<file path="config.mk">
export PLATFORM = sky130hd
export DESIGN_NAME = sysctl_reg
export DESIGN_NICKNAME = d
export VERILOG_FILES = /design/src/sysctl_pkg.sv /design/src/irq_slot_mapper.sv /design/src/sysctl_reg.sv
export VERILOG_INCLUDE_DIRS = /design/src
export SDC_FILE = /design/constraint.sdc
export NUM_CORES = 1
export LEC_CHECK = 0
export BUFFER_PORTS_ARGS = -buffer_cell sky130_fd_sc_hd__buf_4
export CAP_MARGIN = 20
export CELL_PAD_IN_SITES_DETAIL_PLACEMENT = 1
export CELL_PAD_IN_SITES_GLOBAL_PLACEMENT = 2
export CORE_MARGIN = 1
export CORE_UTILIZATION = 30
export CTS_CLUSTER_SIZE = 24
export DETAILED_ROUTE_END_ITERATION = 10
export PLACE_DENSITY = 0.86
export SLEW_MARGIN = 10
export SYNTH_ARGS = -nofsm -noshare
export SYNTH_HDL_FRONTEND = slang
export SYNTH_HIERARCHICAL = 1
export SYNTH_SLANG_ARGS = --single-unit
</file>
<file path="constraint.sdc">
create_clock -name i_clk -period 3.42 [get_ports i_clk]
set_input_delay 0.171 -clock i_clk [delete_from_list [all_inputs] [get_ports i_clk]]
set_output_delay 0.171 -clock i_clk [all_outputs]
set_load 0.1 [all_outputs]
</file>
<file path="src/sysctl_params.svh">
// Offsets, field positions, reset values and timing counts of the system control register.
`ifndef SYSCTL_PARAMS_SVH
`define SYSCTL_PARAMS_SVH

// Configuration offset of the register (doubleword aligned).
`define SC_OFFSET 8'h80

// Field positions.
`define SC_ROT_HI 31
`define SC_ROT_LO 30
`define SC_TIE_PAIR 29
`define SC_TIE_ALL 28
`define SC_CLK_SRC 27
`define SC_IRQ_ROUTE 26
`define SC_IRQ_FLAG 25
`define SC_IRQ_EN 24
`define SC_RSVD_DRIVE 22
`define SC_PROT_OFF 21
`define SC_BURST_DN 15
`define SC_BURST_UP 14
`define SC_ACTIVITY 13
`define SC_ONE_BIT 12
`define SC_SHIFT_BUSY 11
`define SC_UP_SETTLE 10
`define SC_DN_SETTLE 9
`define SC_PROBE 8
`define SC_LOW_POWER 6
`define SC_ID_LOCK 5

// Reset value and the mask of plain read/write bits.
`define SC_RESET 32'h08449060
`define SC_RW_MASK 32'hfd7fc060

// Internal oscillator: half period in ns and cycles at 8 ns.
`define SC_OSC_HALF_NS 64
`define SC_CLK_NS 8
`define SC_OSC_HALF_CYC (`SC_OSC_HALF_NS / `SC_CLK_NS)

`endif

</file>
<file path="src/sysctl_pkg.sv">
// Types shared by the system control register and its interrupt mapper.
package sysctl_pkg;
    // Slot rotation code of the serial interrupt stream.
    typedef logic [1:0] rotation_t;
    // One configuration doubleword.
    typedef logic [31:0] word_t;
    // The four interrupt lines, bit 0 is line A.
    typedef logic [3:0] irq_lines_t;
endpackage

</file>
<file path="src/irq_slot_mapper.sv">
// Ties and rotates the four interrupt lines into serial frame slots.
`timescale 1ns/1ps
module irq_slot_mapper (
    // Clock and reset.
    input wire logic i_clk,
    input wire logic i_rst,
    // Controls.
    input wire sysctl_pkg::rotation_t i_rotation,
    input wire logic i_tie_pair,
    input wire logic i_tie_all,
    // Lines in, slots out.
    input wire sysctl_pkg::irq_lines_t i_lines,
    output sysctl_pkg::irq_lines_t o_slots
);
    // Lines after internal tying.
    sysctl_pkg::irq_lines_t tied;
    // Lines after slot rotation.
    sysctl_pkg::irq_lines_t nxt_slots;
    // Registered slots.
    sysctl_pkg::irq_lines_t slots_ff;

    // Tie-all wins over the pair tie, since it already covers A and B.
    assign tied = i_tie_all ? {3'h0, |i_lines} :
                  i_tie_pair ? {i_lines[3:2], 1'h0,
                                i_lines[1] | i_lines[0]} :
                  i_lines;
    // Each step moves every line one slot later, wrapping round.
    assign nxt_slots = sysctl_pkg::irq_lines_t'({tied, tied}
                       >> (3'h4 - {1'h0, i_rotation}));
    assign o_slots = slots_ff;

    // Register the slots so the serializer sees clean levels.
    always_ff @(posedge i_clk) begin
        if (i_rst) begin
            slots_ff <= 4'h0;
        end else begin
            slots_ff <= nxt_slots;
        end
    end

    // A lone line A must land in the slot named by the rotation.
    property p_rotation;
        @(posedge i_clk) disable iff (i_rst)
        (!i_tie_all && !i_tie_pair && i_lines == 4'h1)
            |=> (slots_ff == (4'h1 << $past(i_rotation)));
    endproperty
    a_rotation: assert property (p_rotation)
        else $error("slot rotation wrong");
endmodule

</file>
<file path="src/sysctl_reg.sv">
// System control register of the card bridge, reached by config cycles.
// Notes on behaviour
// - Rotation field shifts interrupt lines into later slots.
// - Pair tie merges lines A and B onto A.
// - Tie-all merges all four lines onto A.
// - Clock source bit picks pin or internal oscillator.
// - Route bit picks legacy IRQ two or status change.
// - Power write with enable sets flag; one clears.
// - Enable makes each power write interrupt; resets off.
// - Bit twelve reads one, bit seven reads zero.
// - Drive reserved pins low while card inserted.
// - Supply protection on when bit zero.
// - Downstream read burst enable, resets on.
// - Upstream read burst enable, resets off.
// - Activity flag set on access, cleared by read.
// - Shift busy from stream start until delay expires.
// - Power-up settling flag until delay expires.
// - Power-down settling flag until delay expires.
// - Probe flag while interrogation runs.
// - Low power mode bit, resets enabled.
// - Identification write lock, resets locked.
// - Global-only bits ignore the bus reset.
// - Context bits keep across bus reset with events.
`timescale 1ns/1ps
`include "sysctl_params.svh"
module sysctl_reg (
    // Clock and resets; i_rst is the global reset.
    input wire logic i_clk,
    input wire logic i_rst,
    input wire logic i_bus_rst,
    input wire logic i_power_mgmt_event_en,
    // Configuration access port.
    input wire logic [7:0] i_cfg_addr,
    input wire logic i_cfg_wr,
    input wire logic i_cfg_rd,
    input wire logic [3:0] i_cfg_be,
    input wire sysctl_pkg::word_t i_cfg_wdata,
    output sysctl_pkg::word_t o_cfg_rdata,
    // Socket events from the power switch and card logic.
    input wire logic i_socket_power_wr,
    input wire logic i_socket_access,
    input wire logic i_stream_start,
    input wire logic i_stream_up,
    input wire logic i_stream_sent,
    input wire logic i_delay_expired,
    input wire logic i_probe_start,
    input wire logic i_probe_done,
    input wire logic i_cardbus_inserted,
    // Power change signalling.
    output logic o_legacy_irq_two,
    output logic o_card_status_change,
    // Interrupt lines and the pin-register report.
    input wire sysctl_pkg::irq_lines_t i_irq_lines,
    output sysctl_pkg::irq_lines_t o_irq_slots,
    output logic o_tie_pair_a_b,
    output logic o_tie_all_lines,
    // Power switch clock pin and tick for its state machine.
    input wire logic i_switch_clk_pin,
    output logic o_switch_clk_out,
    output logic o_switch_clk_oe,
    output logic o_switch_tick,
    // Reserved socket terminals, driven low only.
    output logic o_rsvd_pins_out,
    output logic o_rsvd_pins_oe,
    // Plain controls to the rest of the bridge.
    output logic o_supply_protect_off,
    output logic o_read_burst_down,
    output logic o_read_burst_up,
    output logic o_low_power_enable,
    output logic o_id_write_lock
);
    ////////////////////////////////////////////////////////////////////////
    // Decode.

    // Stored read/write bits; other positions stay at zero.
    sysctl_pkg::word_t ctrl_ff;
    sysctl_pkg::word_t nxt_ctrl;
    // Status flags set by hardware.
    logic irq_flag_ff, nxt_irq_flag;
    logic activity_ff, nxt_activity;
    logic shift_busy_ff, nxt_shift_busy;
    logic up_settle_ff, nxt_up_settle;
    logic dn_settle_ff, nxt_dn_settle;
    logic probe_ff, nxt_probe;
    // Bus access decode.
    logic hit, wr_hit, rd_hit;
    sysctl_pkg::word_t lane_mask, wr_mask, rd_word;
    logic flag_clear, activity_clear, context_clear;

    assign hit = (i_cfg_addr == `SC_OFFSET);
    assign wr_hit = hit && i_cfg_wr;
    assign rd_hit = hit && i_cfg_rd;
    assign lane_mask = {{8{i_cfg_be[3]}}, {8{i_cfg_be[2]}},
                        {8{i_cfg_be[1]}}, {8{i_cfg_be[0]}}};
    // Only plain read/write bits in enabled lanes take write data.
    assign wr_mask = wr_hit ? (lane_mask & `SC_RW_MASK) : 32'h0;
    assign nxt_ctrl = (ctrl_ff & ~wr_mask) | (i_cfg_wdata & wr_mask);
    // Reserved bits 20-16 are stored as written; software keeps them.
    assign flag_clear = wr_hit && i_cfg_be[3]
                        && i_cfg_wdata[`SC_IRQ_FLAG];
    assign activity_clear = rd_hit && i_cfg_be[1];
    // Context bits survive the bus reset while events are enabled.
    assign context_clear = i_bus_rst && !i_power_mgmt_event_en;

    ////////////////////////////////////////////////////////////////////////
    // Status flags: a new event wins over a clear, but the bus reset clear of context bits wins over events.

    assign nxt_irq_flag = (i_socket_power_wr && ctrl_ff[`SC_IRQ_EN])
                          || (irq_flag_ff && !flag_clear);
    assign nxt_activity = i_socket_access
                          || (activity_ff && !activity_clear);
    assign nxt_shift_busy = i_stream_start
                            || (shift_busy_ff && !i_delay_expired);
    assign nxt_up_settle = (i_stream_sent && i_stream_up)
                           || (up_settle_ff && !i_delay_expired);
    assign nxt_dn_settle = (i_stream_sent && !i_stream_up)
                           || (dn_settle_ff && !i_delay_expired);
    assign nxt_probe = i_probe_start || (probe_ff && !i_probe_done);

    // Global-only bits: the bus reset has no effect on them.
    always_ff @(posedge i_clk) begin
        if (i_rst) begin
            ctrl_ff <= `SC_RESET & `SC_RW_MASK;
            irq_flag_ff <= 1'h0;
            activity_ff <= 1'h0;
            shift_busy_ff <= 1'h0;
        end else begin
            ctrl_ff <= nxt_ctrl;
            irq_flag_ff <= nxt_irq_flag;
            activity_ff <= nxt_activity;
            shift_busy_ff <= nxt_shift_busy;
        end
    end

    // Context bits: global reset always, bus reset without events.
    always_ff @(posedge i_clk) begin
        if (i_rst || context_clear) begin
            up_settle_ff <= 1'h0;
            dn_settle_ff <= 1'h0;
            probe_ff <= 1'h0;
        end else begin
            up_settle_ff <= nxt_up_settle;
            dn_settle_ff <= nxt_dn_settle;
            probe_ff <= nxt_probe;
        end
    end

    ////////////////////////////////////////////////////////////////////////
    // Read data, registered one cycle after the read strobe.

    // Bit 12 is tied high and bit 7 stays low whatever is written.
    assign rd_word = ctrl_ff
                     | ({31'h0, irq_flag_ff} << `SC_IRQ_FLAG)
                     | ({31'h0, activity_ff} << `SC_ACTIVITY)
                     | (32'h1 << `SC_ONE_BIT)
                     | ({31'h0, shift_busy_ff} << `SC_SHIFT_BUSY)
                     | ({31'h0, up_settle_ff} << `SC_UP_SETTLE)
                     | ({31'h0, dn_settle_ff} << `SC_DN_SETTLE)
                     | ({31'h0, probe_ff} << `SC_PROBE);

    // Unmatched reads return zero so other registers can be ORed in.
    always_ff @(posedge i_clk) begin
        if (i_rst) begin
            o_cfg_rdata <= 32'h0;
        end else begin
            o_cfg_rdata <= rd_hit ? rd_word : 32'h0;
        end
    end

    ////////////////////////////////////////////////////////////////////////
    // Power change signalling and plain controls.

    // One pulse per socket power write while enabled, on the chosen path.
    always_ff @(posedge i_clk) begin
        if (i_rst) begin
            o_legacy_irq_two <= 1'h0;
            o_card_status_change <= 1'h0;
        end else begin
            o_legacy_irq_two <= i_socket_power_wr && ctrl_ff[`SC_IRQ_EN]
                                && !ctrl_ff[`SC_IRQ_ROUTE];
            o_card_status_change <= i_socket_power_wr
                                    && ctrl_ff[`SC_IRQ_EN]
                                    && ctrl_ff[`SC_IRQ_ROUTE];
        end
    end

    // Controls are copied into output flops; one cycle of lag is harmless.
    always_ff @(posedge i_clk) begin
        if (i_rst) begin
            o_rsvd_pins_oe <= 1'h0;
            o_supply_protect_off <= 1'h0;
            o_read_burst_down <= 1'h1;
            o_read_burst_up <= 1'h0;
            o_low_power_enable <= 1'h1;
            o_id_write_lock <= 1'h1;
            o_tie_pair_a_b <= 1'h0;
            o_tie_all_lines <= 1'h0;
        end else begin
            o_rsvd_pins_oe <= ctrl_ff[`SC_RSVD_DRIVE]
                              && i_cardbus_inserted;
            o_supply_protect_off <= ctrl_ff[`SC_PROT_OFF];
            o_read_burst_down <= ctrl_ff[`SC_BURST_DN];
            o_read_burst_up <= ctrl_ff[`SC_BURST_UP];
            o_low_power_enable <= ctrl_ff[`SC_LOW_POWER];
            o_id_write_lock <= ctrl_ff[`SC_ID_LOCK];
            o_tie_pair_a_b <= ctrl_ff[`SC_TIE_PAIR];
            o_tie_all_lines <= ctrl_ff[`SC_TIE_ALL];
        end
    end

    // The reserved terminals are only ever pulled low, never driven high.
    always_ff @(posedge i_clk) begin
        if (i_rst) begin
            o_rsvd_pins_out <= 1'h0;
        end else begin
            o_rsvd_pins_out <= 1'h0;
        end
    end

    ////////////////////////////////////////////////////////////////////////
    // Power switch clock.

    // Half-period counter of the internal oscillator.
    logic [7:0] osc_cnt_ff, nxt_osc_cnt;
    logic osc_ff, osc_wrap;
    // Selected switch clock level and its previous value.
    logic sel_clk, sel_prev_ff;

    assign osc_wrap = (osc_cnt_ff == 8'(`SC_OSC_HALF_CYC - 1));
    assign nxt_osc_cnt = osc_wrap ? 8'h0 : osc_cnt_ff + 8'h1;
    // Pin input is already synchronous, so it is used directly.
    assign sel_clk = ctrl_ff[`SC_CLK_SRC] ? osc_ff : i_switch_clk_pin;

    // The tick lets the switch state machine run on this one clock.
    always_ff @(posedge i_clk) begin
        if (i_rst) begin
            osc_cnt_ff <= 8'h0;
            osc_ff <= 1'h0;
            sel_prev_ff <= 1'h0;
            o_switch_tick <= 1'h0;
            o_switch_clk_oe <= 1'h0;
            o_switch_clk_out <= 1'h0;
        end else begin
            osc_cnt_ff <= nxt_osc_cnt;
            osc_ff <= osc_wrap ? !osc_ff : osc_ff;
            sel_prev_ff <= sel_clk;
            o_switch_tick <= sel_clk && !sel_prev_ff;
            o_switch_clk_oe <= ctrl_ff[`SC_CLK_SRC];
            o_switch_clk_out <= osc_ff;
        end
    end

    ////////////////////////////////////////////////////////////////////////
    // Interrupt line mapping.

    irq_slot_mapper u_mapper (
        .i_clk(i_clk),
        .i_rst(i_rst),
        .i_rotation(ctrl_ff[`SC_ROT_HI:`SC_ROT_LO]),
        .i_tie_pair(ctrl_ff[`SC_TIE_PAIR]),
        .i_tie_all(ctrl_ff[`SC_TIE_ALL]),
        .i_lines(i_irq_lines),
        .o_slots(o_irq_slots)
    );

    ////////////////////////////////////////////////////////////////////////
    // Checks.

    property p_flag_set;
        @(posedge i_clk) disable iff (i_rst)
        (i_socket_power_wr && ctrl_ff[`SC_IRQ_EN]) |=> irq_flag_ff;
    endproperty
    a_flag_set: assert property (p_flag_set)
        else $error("power irq flag not set");

    property p_route;
        @(posedge i_clk) disable iff (i_rst)
        (i_socket_power_wr && ctrl_ff[`SC_IRQ_EN])
            |=> (o_card_status_change == $past(ctrl_ff[`SC_IRQ_ROUTE]))
                && (o_legacy_irq_two != o_card_status_change);
    endproperty
    a_route: assert property (p_route)
        else $error("power change routed wrong");

    property p_no_irq_disabled;
        @(posedge i_clk) disable iff (i_rst)
        !ctrl_ff[`SC_IRQ_EN] |=> !o_legacy_irq_two && !o_card_status_change;
    endproperty
    a_no_irq_disabled: assert property (p_no_irq_disabled)
        else $error("power irq while disabled");

    property p_fixed_bits;
        @(posedge i_clk) disable iff (i_rst)
        $rose(rd_hit) ##1 1'b1 |-> o_cfg_rdata[12] && !o_cfg_rdata[7];
    endproperty
    a_fixed_bits: assert property (p_fixed_bits)
        else $error("fixed reserved bits wrong");

    property p_activity_clear;
        @(posedge i_clk) disable iff (i_rst)
        (activity_clear && !i_socket_access) |=> !activity_ff;
    endproperty
    a_activity_clear: assert property (p_activity_clear)
        else $error("activity not cleared by read");

    property p_busy_hold;
        @(posedge i_clk) disable iff (i_rst)
        (shift_busy_ff && !i_delay_expired) |=> shift_busy_ff;
    endproperty
    a_busy_hold: assert property (p_busy_hold)
        else $error("shift busy dropped early");

    property p_up_settle;
        @(posedge i_clk) disable iff (i_rst || context_clear)
        (i_stream_sent && i_stream_up) |=> up_settle_ff && !dn_settle_ff
            || $past(dn_settle_ff) && !$past(i_delay_expired);
    endproperty
    a_up_settle: assert property (p_up_settle)
        else $error("power-up settling flag wrong");

    property p_probe_done;
        @(posedge i_clk) disable iff (i_rst)
        (i_probe_done && !i_probe_start) |=> !probe_ff;
    endproperty
    a_probe_done: assert property (p_probe_done)
        else $error("probe flag not cleared");

    property p_lane_guard;
        @(posedge i_clk) disable iff (i_rst)
        (wr_hit && !i_cfg_be[1]) |=> ctrl_ff[15:8] == $past(ctrl_ff[15:8]);
    endproperty
    a_lane_guard: assert property (p_lane_guard)
        else $error("disabled byte lane written");

    property p_bus_rst_keep;
        @(posedge i_clk) disable iff (i_rst)
        (i_bus_rst && !wr_hit) |=> $stable(ctrl_ff);
    endproperty
    a_bus_rst_keep: assert property (p_bus_rst_keep)
        else $error("bus reset touched global bits");

    property p_rsvd_drive;
        @(posedge i_clk) disable iff (i_rst)
        (ctrl_ff[`SC_RSVD_DRIVE] && i_cardbus_inserted)
            |=> o_rsvd_pins_oe && !o_rsvd_pins_out;
    endproperty
    a_rsvd_drive: assert property (p_rsvd_drive)
        else $error("reserved pins not driven low");
endmodule

</file>
# After elaboration in Yosys (flattened, before gate mapping)
# Index checks and enable logic that the tools add are counted.
# word_totals
reg_bits	97
latch_bits	0
ram_bits	0
rom_bits	0
out_inout_bits	50
wordCells	84
n_memories	0
# op_classes
add_sub_neg	2
n_mul	0
div	0
magnitude_cmp	0
eq_ne	2
shifts	1
n_mux	4
bitwise	12
reduce_logical	38
# op_table
cell	n
32-bit AND	2
32-bit 2-to-1 mux	1
32-bit NOT	1
32-bit by 10-bit OR with 32-bit output	1
32-bit by 11-bit OR with 32-bit output	1
32-bit by 12-bit OR with 32-bit output	1
32-bit by 14-bit OR with 32-bit output	1
32-bit by 26-bit OR with 32-bit output	1
32-bit OR	1
32-bit by 9-bit OR with 32-bit output	1
1-bit logical AND	19
1-bit logical NOT	9
8-bit by 1-bit adder with 8-bit output (second input constant)	1
8-bit by 3-bit == test with 1-bit output (second input constant)	1
8-bit == test (second input constant)	1
8-bit by 3-bit right shift with 4-bit output	1
1-bit logical OR	7
4-bit 2-to-1 mux	1
2-bit OR reduction	2
4-bit OR reduction	1
3-bit by 2-bit subtractor with 3-bit output (first input constant)	1
2-bit 2-to-1 mux	1
1-bit 2-to-1 mux	1
1-bit NOT	1
1-bit OR	1

# Longest topological paths before layout
# Gate-level depths: netlist of the first run.
# depth
depth_word	7
ltp_mapped	7
mapped_depth_nobuf	6

# Modules after synthesis
# Netlist of the first run, hierarchy kept.
# modules_own_cells
module	n_inst	cells_each	area_each_um2
sysctl_reg	1	240	2521.2
irq_slot_mapper	1	34	277.8

# Least setup slack after synthesis of the first run
# No wires, ideal clock.
# synth_timing
path_type	input-to-reg
startpoint	in i_cfg_addr[1]
endpoint	reg (tool-made name)
arrival_ns	1.488
required_time_ns	3.299
path_slack_ns	1.811
stages	3
path_buffers	0
path_cell_list	or4_4 > nor3_4 > mux2_2
# synth_lines
item	line	text
start: declaration	sysctl_reg.sv:33	input wire logic [7:0] i_cfg_addr,

==> impl_metrics.toml, run 1 <==
[status]
run_status = "completed"

[timing]
hold_viol = 0
setup_violations = 0
post-route-period-util_pct = 50.2
tightest_slew_ns = 0.576
slew_headroom_pct = 61.4
skew_ns = 0.00981
setup_tns_ns = 0
maxSlewViolCount = 0
period_needed_ns = 1.72
fmax_mhz = 583
rsz0062_at_grt = "false"

[cells_and_area]
fin_nets = 435
nFillCells = 1043
regArea_um2 = 1520
multiInputGateArea_um2 = 1160
synthToLayoutAreaGrowth_pct = 35.4
final-instance-count-excl-fill = 482
drive_gt1_share_pct = 32.4
diodes = 0

[logic_synthesis]
synth_area_leader_cell = "dfxtp_1"
synthAdderAreaFrac_pct = 0.894
yosys.area.top_type_share_pct = 54.4
synth.distinct_cells = 50
synth_top_family_by_area = "simple AND/OR/NAND/NOR gates"
synth_mux_area_share_pct = 7.38
ys_seq_elements = 76
ys_seq_area_share_pct = 54.4
syn-cell-area_um2 = 2800
synth_simple_gate_area_share_pct = 23.9
async_flop_share_pct = 0
yosys-top-cells-area = "dfxtp_1 (54%), and2_1 (5.4%), mux2i_1 (5.4%)"
ys_top_cells_by_count = "dfxtp_1 (76), nor2_1 (30), and2_1 (24)"
netlist_instances = 274
synth_edf_count = 0
synth-compound-area-share_pct = 7.38
syn_area_per_cell_um2 = 10.2
synth_top_flop_cell = "dfxtp_1"
synth.most_common_cell = "dfxtp_1"
yosysWarningCount = 6
synth_xor_area_share_pct = 0.939

[global_routing]
track_usage_pct = 13.6
grt_antenna_before_repair = 0
grt_pass1_vias = 2205
grt_start_max_net_pins = 56
grt_pass1_wl_um = 10200
grt.overflow.total = 0

[placement]
place_congestion = 0.780
port_buffers = 92
dp_hpwl_um = 4660
dp_cells = 466

[power]
seqPwrFrac_pct = 48.6
clkPwrFrac_pct = 42.3
power_w = 0.00185
vdd_drop_max_mv = 0.169
p_sw_share_pct = 24.0
cell_internal_pwr_w = 0.00141
pwr-share-comb_pct = 9.1
p_sw_w = 0.000444
p_per_area_nw_per_um2 = 489
p_leak_nw = 1.70

[detailed_routing]
route.detailed.drc = 0
vias_per_cell = 4.53
drt_first_pass_iters = 4
ant_nets = 0
drtIter0Drc = 27
vias = 2183
wl_um = 6210
drt-wirelength-per-cell_um = 12.9

[clock_tree]
cts_setup_buffers = 0
clk_latency_ns = 0.34
cts_made_buffers = 9
clock-sinks = 76
holdBufCountCts = 0
cts-root-buf = "clkbuf_8"
clk_path_buf_depth = 2
cts_tree = "yes"
clkTransAtPathRegs_ns = 0.08
htreeDepth = 3
post_cts_resized = 0

[critical_path]
setup.worst_path.class = "reg2reg"
cp_max_fo = 11
r2r-end = "u_mapper/o_slots[3]"
endpoint_kind = "flip-flop"
cp_cell_sequence = "inv_1 > ha_1 > or2_2 > nor2_1 > a31oi_1 > o21ai_0"
crit_path_end = "u_mapper/o_slots[3]"
cp.arrival_ns = 1.98
slowest_delay_ns = 0.53
worst-r2r-cell-count = 6
worstSetupStartpointType = "flip-flop"
reg2reg_slack_ns = 1.70
crit_slowest_cell = "dfxtp_1"
worstPathRequired_ns = 3.68

[floorplan]
row_count = 34
die_area_um2 = 9720
ios = 114
die_y_um = 98.6
initial_core_util_pct = 31.5
core_area_um2 = 8890
die-width_um = 98.6

[flow_run]
maxCapViolations = 0

[worst_hold_path]
hp-class = "in2reg"
-- worst min path at each step --
stage | from | end | slack, ns | cells past startpoint
final | i_probe_start | probe_ff | 0.04 | 3
after global routing | i_cfg_rd | activity_ff | 0.006 | 2
after global placement | i_stream_start | shift_busy_ff | 0.38 | 3
after detailed placement | sel_prev_ff | o_switch_tick | 0.39 | 1
after CTS | i_probe_start | probe_ff | 0.02 | 3
after floorplan | i_rst | u_mapper/o_slots[1] | 0.24 | 1
-- critical path: cells and delay by family (launching register included) --
kind	cells	cell delay, ns
flops	1	0.53
fa+ha+maj	1	0.40
simple gates	2	0.46
compound gates	2	0.15
buf+inv	1	0.11
-- stage by stage --
stage               worst slack [ns]  util [%]  cell area [um2]  hold slack [ns]
floorplan                       1.81         -             2830            0.239
global placement                1.45      40.0             3560            0.376
detailed placement              1.38      40.0             3560            0.386
CTS                             1.71      42.6             3790           0.0159
global route                    1.58      42.6             3790          0.00628
finish                          1.70      42.6             3790           0.0355
-- per-layer routing --
layer	vias up	global-route usage [%]	share of wire, %
met3	2	5.53	7.5
met5	-	0	0
met2	70	22.4	48
li1	1091	-	-
met4	0	4.82	0.37
met1	1020	16.0	44
-- kinds of logic (layout without fill, tap and decap cells) --
kind of cell    count (synthesis)  count (layout)
compound gates                 31              31
buf+inv                        26             119
xor+xnor                        3               3
other cells                     1               8
simple gates                  115             115
fa+ha+maj                       2               2
mux                            20              20
flops                          76              76
-- final cells by class --
type                    count  share of cell area (%)
flip-flops and latches     76                    40.1
clock buffers              11                    3.99
well taps                 108                    3.57
inverters                  10                   0.990
clock inverters             5                    2.18
repair buffers             93                    18.4
multi-input cells         179                    30.7
-- power by group through the flow --
stage	clock [W]	combinational [W]	sequential, W
final	0.000784	0.000169	0.000900
after global routing	0.000858	0.000180	0.000902
after CTS	0.000814	0.000172	0.000900
after detailed placement	0	0.000171	0.000921
after global placement	0	0.000168	0.000921
after floorplan	0	0.0000838	0.000949
-- cell usage in the layout (no fill, tap or decap), types with 4 or more instances in the layout --
master / n
and2_1: 24
o21ai_0: 6
dfxtp_1: 76
inv_1: 10
clkbuf_8: 11
a21oi_1: 9
conb_1: 8
buf_4: 93
or3_1: 4
nand2b_1: 14
nand2_1: 8
mux2i_1: 15
mux2_2: 5
nor2b_1: 13
nor2_1: 30
(Power assumes the default switching activity.)
==> inputs of run 2 (changes only) <==
--- a/config.mk
+++ b/config.mk
@@ -11,10 +11,10 @@
 export CELL_PAD_IN_SITES_DETAIL_PLACEMENT = 1
 export CELL_PAD_IN_SITES_GLOBAL_PLACEMENT = 2
 export CORE_MARGIN = 1
-export CORE_UTILIZATION = 30
+export CORE_UTILIZATION = 28
 export CTS_CLUSTER_SIZE = 24
 export DETAILED_ROUTE_END_ITERATION = 10
-export PLACE_DENSITY = 0.86
+export PLACE_DENSITY = 0.81
 export SLEW_MARGIN = 10
 export SYNTH_ARGS = -nofsm -noshare
 export SYNTH_HDL_FRONTEND = slang
==> constraint.sdc (replaced) <==
create_clock -name i_clk -period 1.7 [get_ports i_clk]
set_input_delay 0.085 -clock i_clk [delete_from_list [all_inputs] [get_ports i_clk]]
set_output_delay 0.085 -clock i_clk [all_outputs]
set_load 0.1 [all_outputs]
==> impl_metrics.toml, run 2 (synthesis results as in run 1) <==
[clock_tree]
cts_made_buffers = 9
cts-root-buf = "clkbuf_8"
clock-sinks = 76
cts_tree = "yes"
clk_latency_ns = 0.34
clkTransAtPathRegs_ns = 0.08
post_cts_resized = 0
clk_path_buf_depth = 2
htreeDepth = 3

[detailed_routing]
wl_um = 6810
ant_nets = 0
route.detailed.drc = 0
drt_first_pass_iters = 4
drt-wirelength-per-cell_um = 12.9
vias_per_cell = 4.28
drtIter0Drc = 19
vias = 2264

[timing]
fmax_mhz = 657
period_needed_ns = 1.52
setup_violations = 0
maxSlewViolCount = 0
setup_tns_ns = 0
rsz0062_at_grt = "false"
fin_ws_ns = 0.178
hold_viol = 0
post-route-period-util_pct = 89.5
skew_ns = 0.00770
hold_slack_ns = 0.0185

[placement]
dp_hpwl_um = 4920
place_ws_ns = 0.0322
port_buffers = 92
placed_area_um2 = 3650
dp_cells = 500
place_congestion = 0.827

[critical_path]
worstSetupStartpointType = "flip-flop"
reg2reg_slack_ns = 0.18
cp.arrival_ns = 1.74
crit_slowest_cell = "or4_1"
crit_buf_inv = 0
slowest_delay_ns = 0.58
setup.worst_path.class = "reg2reg"
cp_cell_sequence = "or4_1 > o21bai_1 > nor2_1"
endpoint_kind = "flip-flop"
cp_max_fo = 5
cp_top_family = "simple AND/OR/NAND/NOR gates"
worstPathRequired_ns = 1.92

[cells_and_area]
layout_common_cells = "buf_4 (102), dfxtp_1 (76), nor2_1 (30)"
diodes = 0
final_common_cell = "buf_4"
drive_gt1_share_pct = 32.8
fin_nets = 457
synthToLayoutAreaGrowth_pct = 43.6
final_area_um2 = 4020
final-instance-count-excl-fill = 529

[power]
vdd_drop_max_mv = 0.364
p_leak_nw = 1.80
p_per_area_nw_per_um2 = 938

[worst_hold_path]
hp-class = "in2reg"

[global_routing]
grt_start_max_net_pins = 43
grt_antenna_before_repair = 0
grt_pass1_vias = 2230
grt.overflow.total = 0
track_usage_pct = 13.6
grt_pass1_wl_um = 10600

[floorplan]
die_area_um2 = 10400
core_area_um2 = 9730
row_count = 36
die_y_um = 102
initial_core_util_pct = 28.8
ios = 114
die-width_um = 102

[flow_run]
maxCapViolations = 0

[status]
run_status = "completed"
-- run 2: changes by cell type in the layout (fill, tap and decap cells not counted) --
cell	previous run	this run
buf_4	93	102
dlygate4sd3_1	0	13
-- run 2: power by group --
part / internal, W / switching [W] / total [W]
Combinational: 0.000144 / 0.000225 / 0.000369
Sequential: 0.00180 / 0.0000108 / 0.00181
Clock: 0.000913 / 0.000675 / 0.00159
Total: 0.00286 / 0.000911 / 0.00377
-- run 2: layout make-up --
class | instances | area [um2]
fill | 1124 | 5710
sequential | 76 | 1520
multi-input combinational | 179 | 1160
timing repair buffer | 115 | 896
tap | 133 | 166
clock buffer | 11 | 151
clock inverter | 5 | 82.6
inverter | 10 | 37.5
-- run 2: tightest hold or removal path: stages --
cell      delay [ns]
buf_4           0.11
nand2b_1        0.06
mux2i_1         0.06
-- run 2: timing repair --
item,CTS,global route
setup buffers,0,0
hold buffers,13,0
hold endpoints to repair,14,0
endpoints found under the setup margin,0,0
-- run 2: path summary, 6_finish.rpt --
check | startpoint | end | depth (start not counted)
worst max-delay path | osc_cnt_ff[4] | osc_cnt_ff[3] | 3
worst min-delay path | i_cfg_wdata[19] | flip-flop | 3
worst max register to register | osc_cnt_ff[4] | osc_cnt_ff[3] | 3
worst min register to register | sel_prev_ff | o_switch_tick | 1
-- run 2: stage by stage --
| step | utilization [%] | total power [W] |
|---|---|---|
| after floorplan | - | 0.00208 |
| after global placement | 37.6 | 0.00219 |
| after detailed placement | 37.6 | 0.00220 |
| after CTS | 41.3 | 0.00383 |
| after global routing | 41.3 | 0.00394 |
| final | 41.3 | 0.00377 |
-- run 2: routing by layer --
metal / track usage [%] / vias to the layer above / share of wire (%)
met3: 5.27 / 7 / 7.1
li1: - / 1137 / -
met1: 15.6 / 1054 / 43
met2: 23.1 / 66 / 49
met5: 0 / - / 0
met4: 4.62 / 0 / 1.1
==> inputs of run 3 (changes only) <==
--- a/config.mk
+++ b/config.mk
@@ -15,6 +15,7 @@
 export CTS_CLUSTER_SIZE = 24
 export DETAILED_ROUTE_END_ITERATION = 10
 export PLACE_DENSITY = 0.81
+export RECOVER_POWER = 100
 export SLEW_MARGIN = 10
 export SYNTH_ARGS = -nofsm -noshare
 export SYNTH_HDL_FRONTEND = slang
==> impl_metrics.toml, run 3 (synthesis results as in run 1) <==
[timing]
fmax_mhz = 641
hold_viol = 0
fin_ws_ns = 0.140
skew_ns = 0.0123
tightest_slew_ns = 0.852
maxSlewViolCount = 0
period_needed_ns = 1.56
post-route-period-util_pct = 91.8
slew_headroom_pct = 43.2
setup_tns_ns = 0
setup_violations = 0
rsz0062_at_grt = "false"

[detailed_routing]
vias_per_cell = 4.29
drtIter0Drc = 18
wl_um = 6830
ant_nets = 0
vias = 2271
drt_first_pass_iters = 4
drt-wirelength-per-cell_um = 12.9
route.detailed.drc = 0

[critical_path]
setup.worst_path.class = "in2reg"
slowest_delay_ns = 0.65
cp_cell_sequence = "clkbuf_4 > or4_1 > nor3_1 > clkbuf_1 > mux2_2"
endpoint_kind = "flip-flop"
cp_max_fo = 4
cp.arrival_ns = 1.80
crit_slowest_cell = "or4_1"
worstSetupStartpointType = "input port"
worstPathRequired_ns = 1.94

[global_routing]
grt_pass1_wl_um = 10600
grt.met1_usage_pct = 15.6
grt_pass1_vias = 2230
grt_start_max_net_pins = 43
use_met3_pct = 5.27
use_met2_pct = 23.1
track_usage_pct = 13.6
busiest_layer = "met2"
grt_antenna_before_repair = 0
grt.overflow.total = 0

[cells_and_area]
synthToLayoutAreaGrowth_pct = 38.4
layout_common_cells = "dfxtp_1 (76), buf_4 (51), clkbuf_2 (45)"
drive_gt1_share_pct = 31.1
final-instance-count-excl-fill = 529
fin_nets = 457
nFillCells = 1136
final_common_cell = "dfxtp_1"
regArea_um2 = 1520
multiInputGateArea_um2 = 1140
diodes = 0

[floorplan]
ios = 114
die-width_um = 102
initial_core_util_pct = 28.8
die_y_um = 102
row_count = 36
die_area_um2 = 10400
core_area_um2 = 9730

[placement]
place_congestion = 0.827
dp_hpwl_um = 4920
place_ws_ns = 0.0322
dp_cells = 500
port_buffers = 92

[clock_tree]
cts_made_buffers = 9
htreeDepth = 3
clkTransAtPathRegs_ns = 0.09
cts_tree = "yes"
cts-root-buf = "clkbuf_8"
clk_path_buf_depth = 2
cts_setup_buffers = 0
clk_latency_ns = 0.34
clock-sinks = 76

[status]
run_status = "completed"

[power]
power_w = 0.00377
vdd_drop_max_mv = 0.365
p_leak_nw = 1.73
p_per_area_nw_per_um2 = 973

[flow_run]
maxCapViolations = 0

[worst_hold_path]
hp-class = "in2reg"
## run 3: cell types whose count changed in the layout (fill, tap and decap cells not counted), moves of 2 or more
cell,previous run,this run
clkbuf_1,0,4
buf_4,102,51
clkbuf_4,0,2
and2_1,24,19
and2_0,0,5
clkbuf_2,0,45
## run 3: repair_timing
action / 4_1_cts / 5_1_grt
hold buffers: 13 / 0
gates resized for setup: 0 / 0
hold endpoints to repair: 14 / 0
## run 3: area by class of cell
cell class	instances	share of cell area (%)
clock buffers	11	3.91
clock inverters	5	2.13
inverters	10	0.969
multi-input cells	179	29.6
flip-flops and latches	76	39.3
well taps	133	4.30
repair buffers	115	19.8
## run 3: per-layer routing
layer / routed length, um / vias up
li1: - / 1139
met1: 2970 / 1055
met2: 3290 / 70
met3: 491 / 7
met4: 72 / 0
met5: 0 / -
## run 3: final timing paths
check        slack, ns             to       startpoint  depth (start not counted)
min reg2reg       0.40  o_switch_tick      sel_prev_ff                          1
max reg2reg       0.18  osc_cnt_ff[3]    osc_cnt_ff[4]                          3
min               0.01      flip-flop  i_cfg_wdata[19]                          3
max               0.14      flip-flop    i_cfg_addr[1]                          5
## run 3: critical path, delay by kind of cell
family | cells | cell delay, ns
buffers and inverters | 2 | 0.33
multiplexers | 1 | 0.35
AND/OR/NAND/NOR | 2 | 1.04
## run 3: power by group
part           internal, W  leakage [nW]  total (W)  switching (W)
clock network     0.000913         0.120    0.00160       0.000682
logic             0.000136         0.998   0.000360       0.000224
registers          0.00180         0.616    0.00181      0.0000106
## run 3: stage by stage
stage	util, %	hold slack (ns)	instance area [um2]
6_report	39.8	0.0128	3870
3_5_place_dp	37.6	0.300	3650
5_1_grt	39.8	0.00442	3870
4_1_cts	41.3	0.00330	4020
2_1_floorplan	-	0.153	2830
3_3_place_gp	37.6	0.290	3650
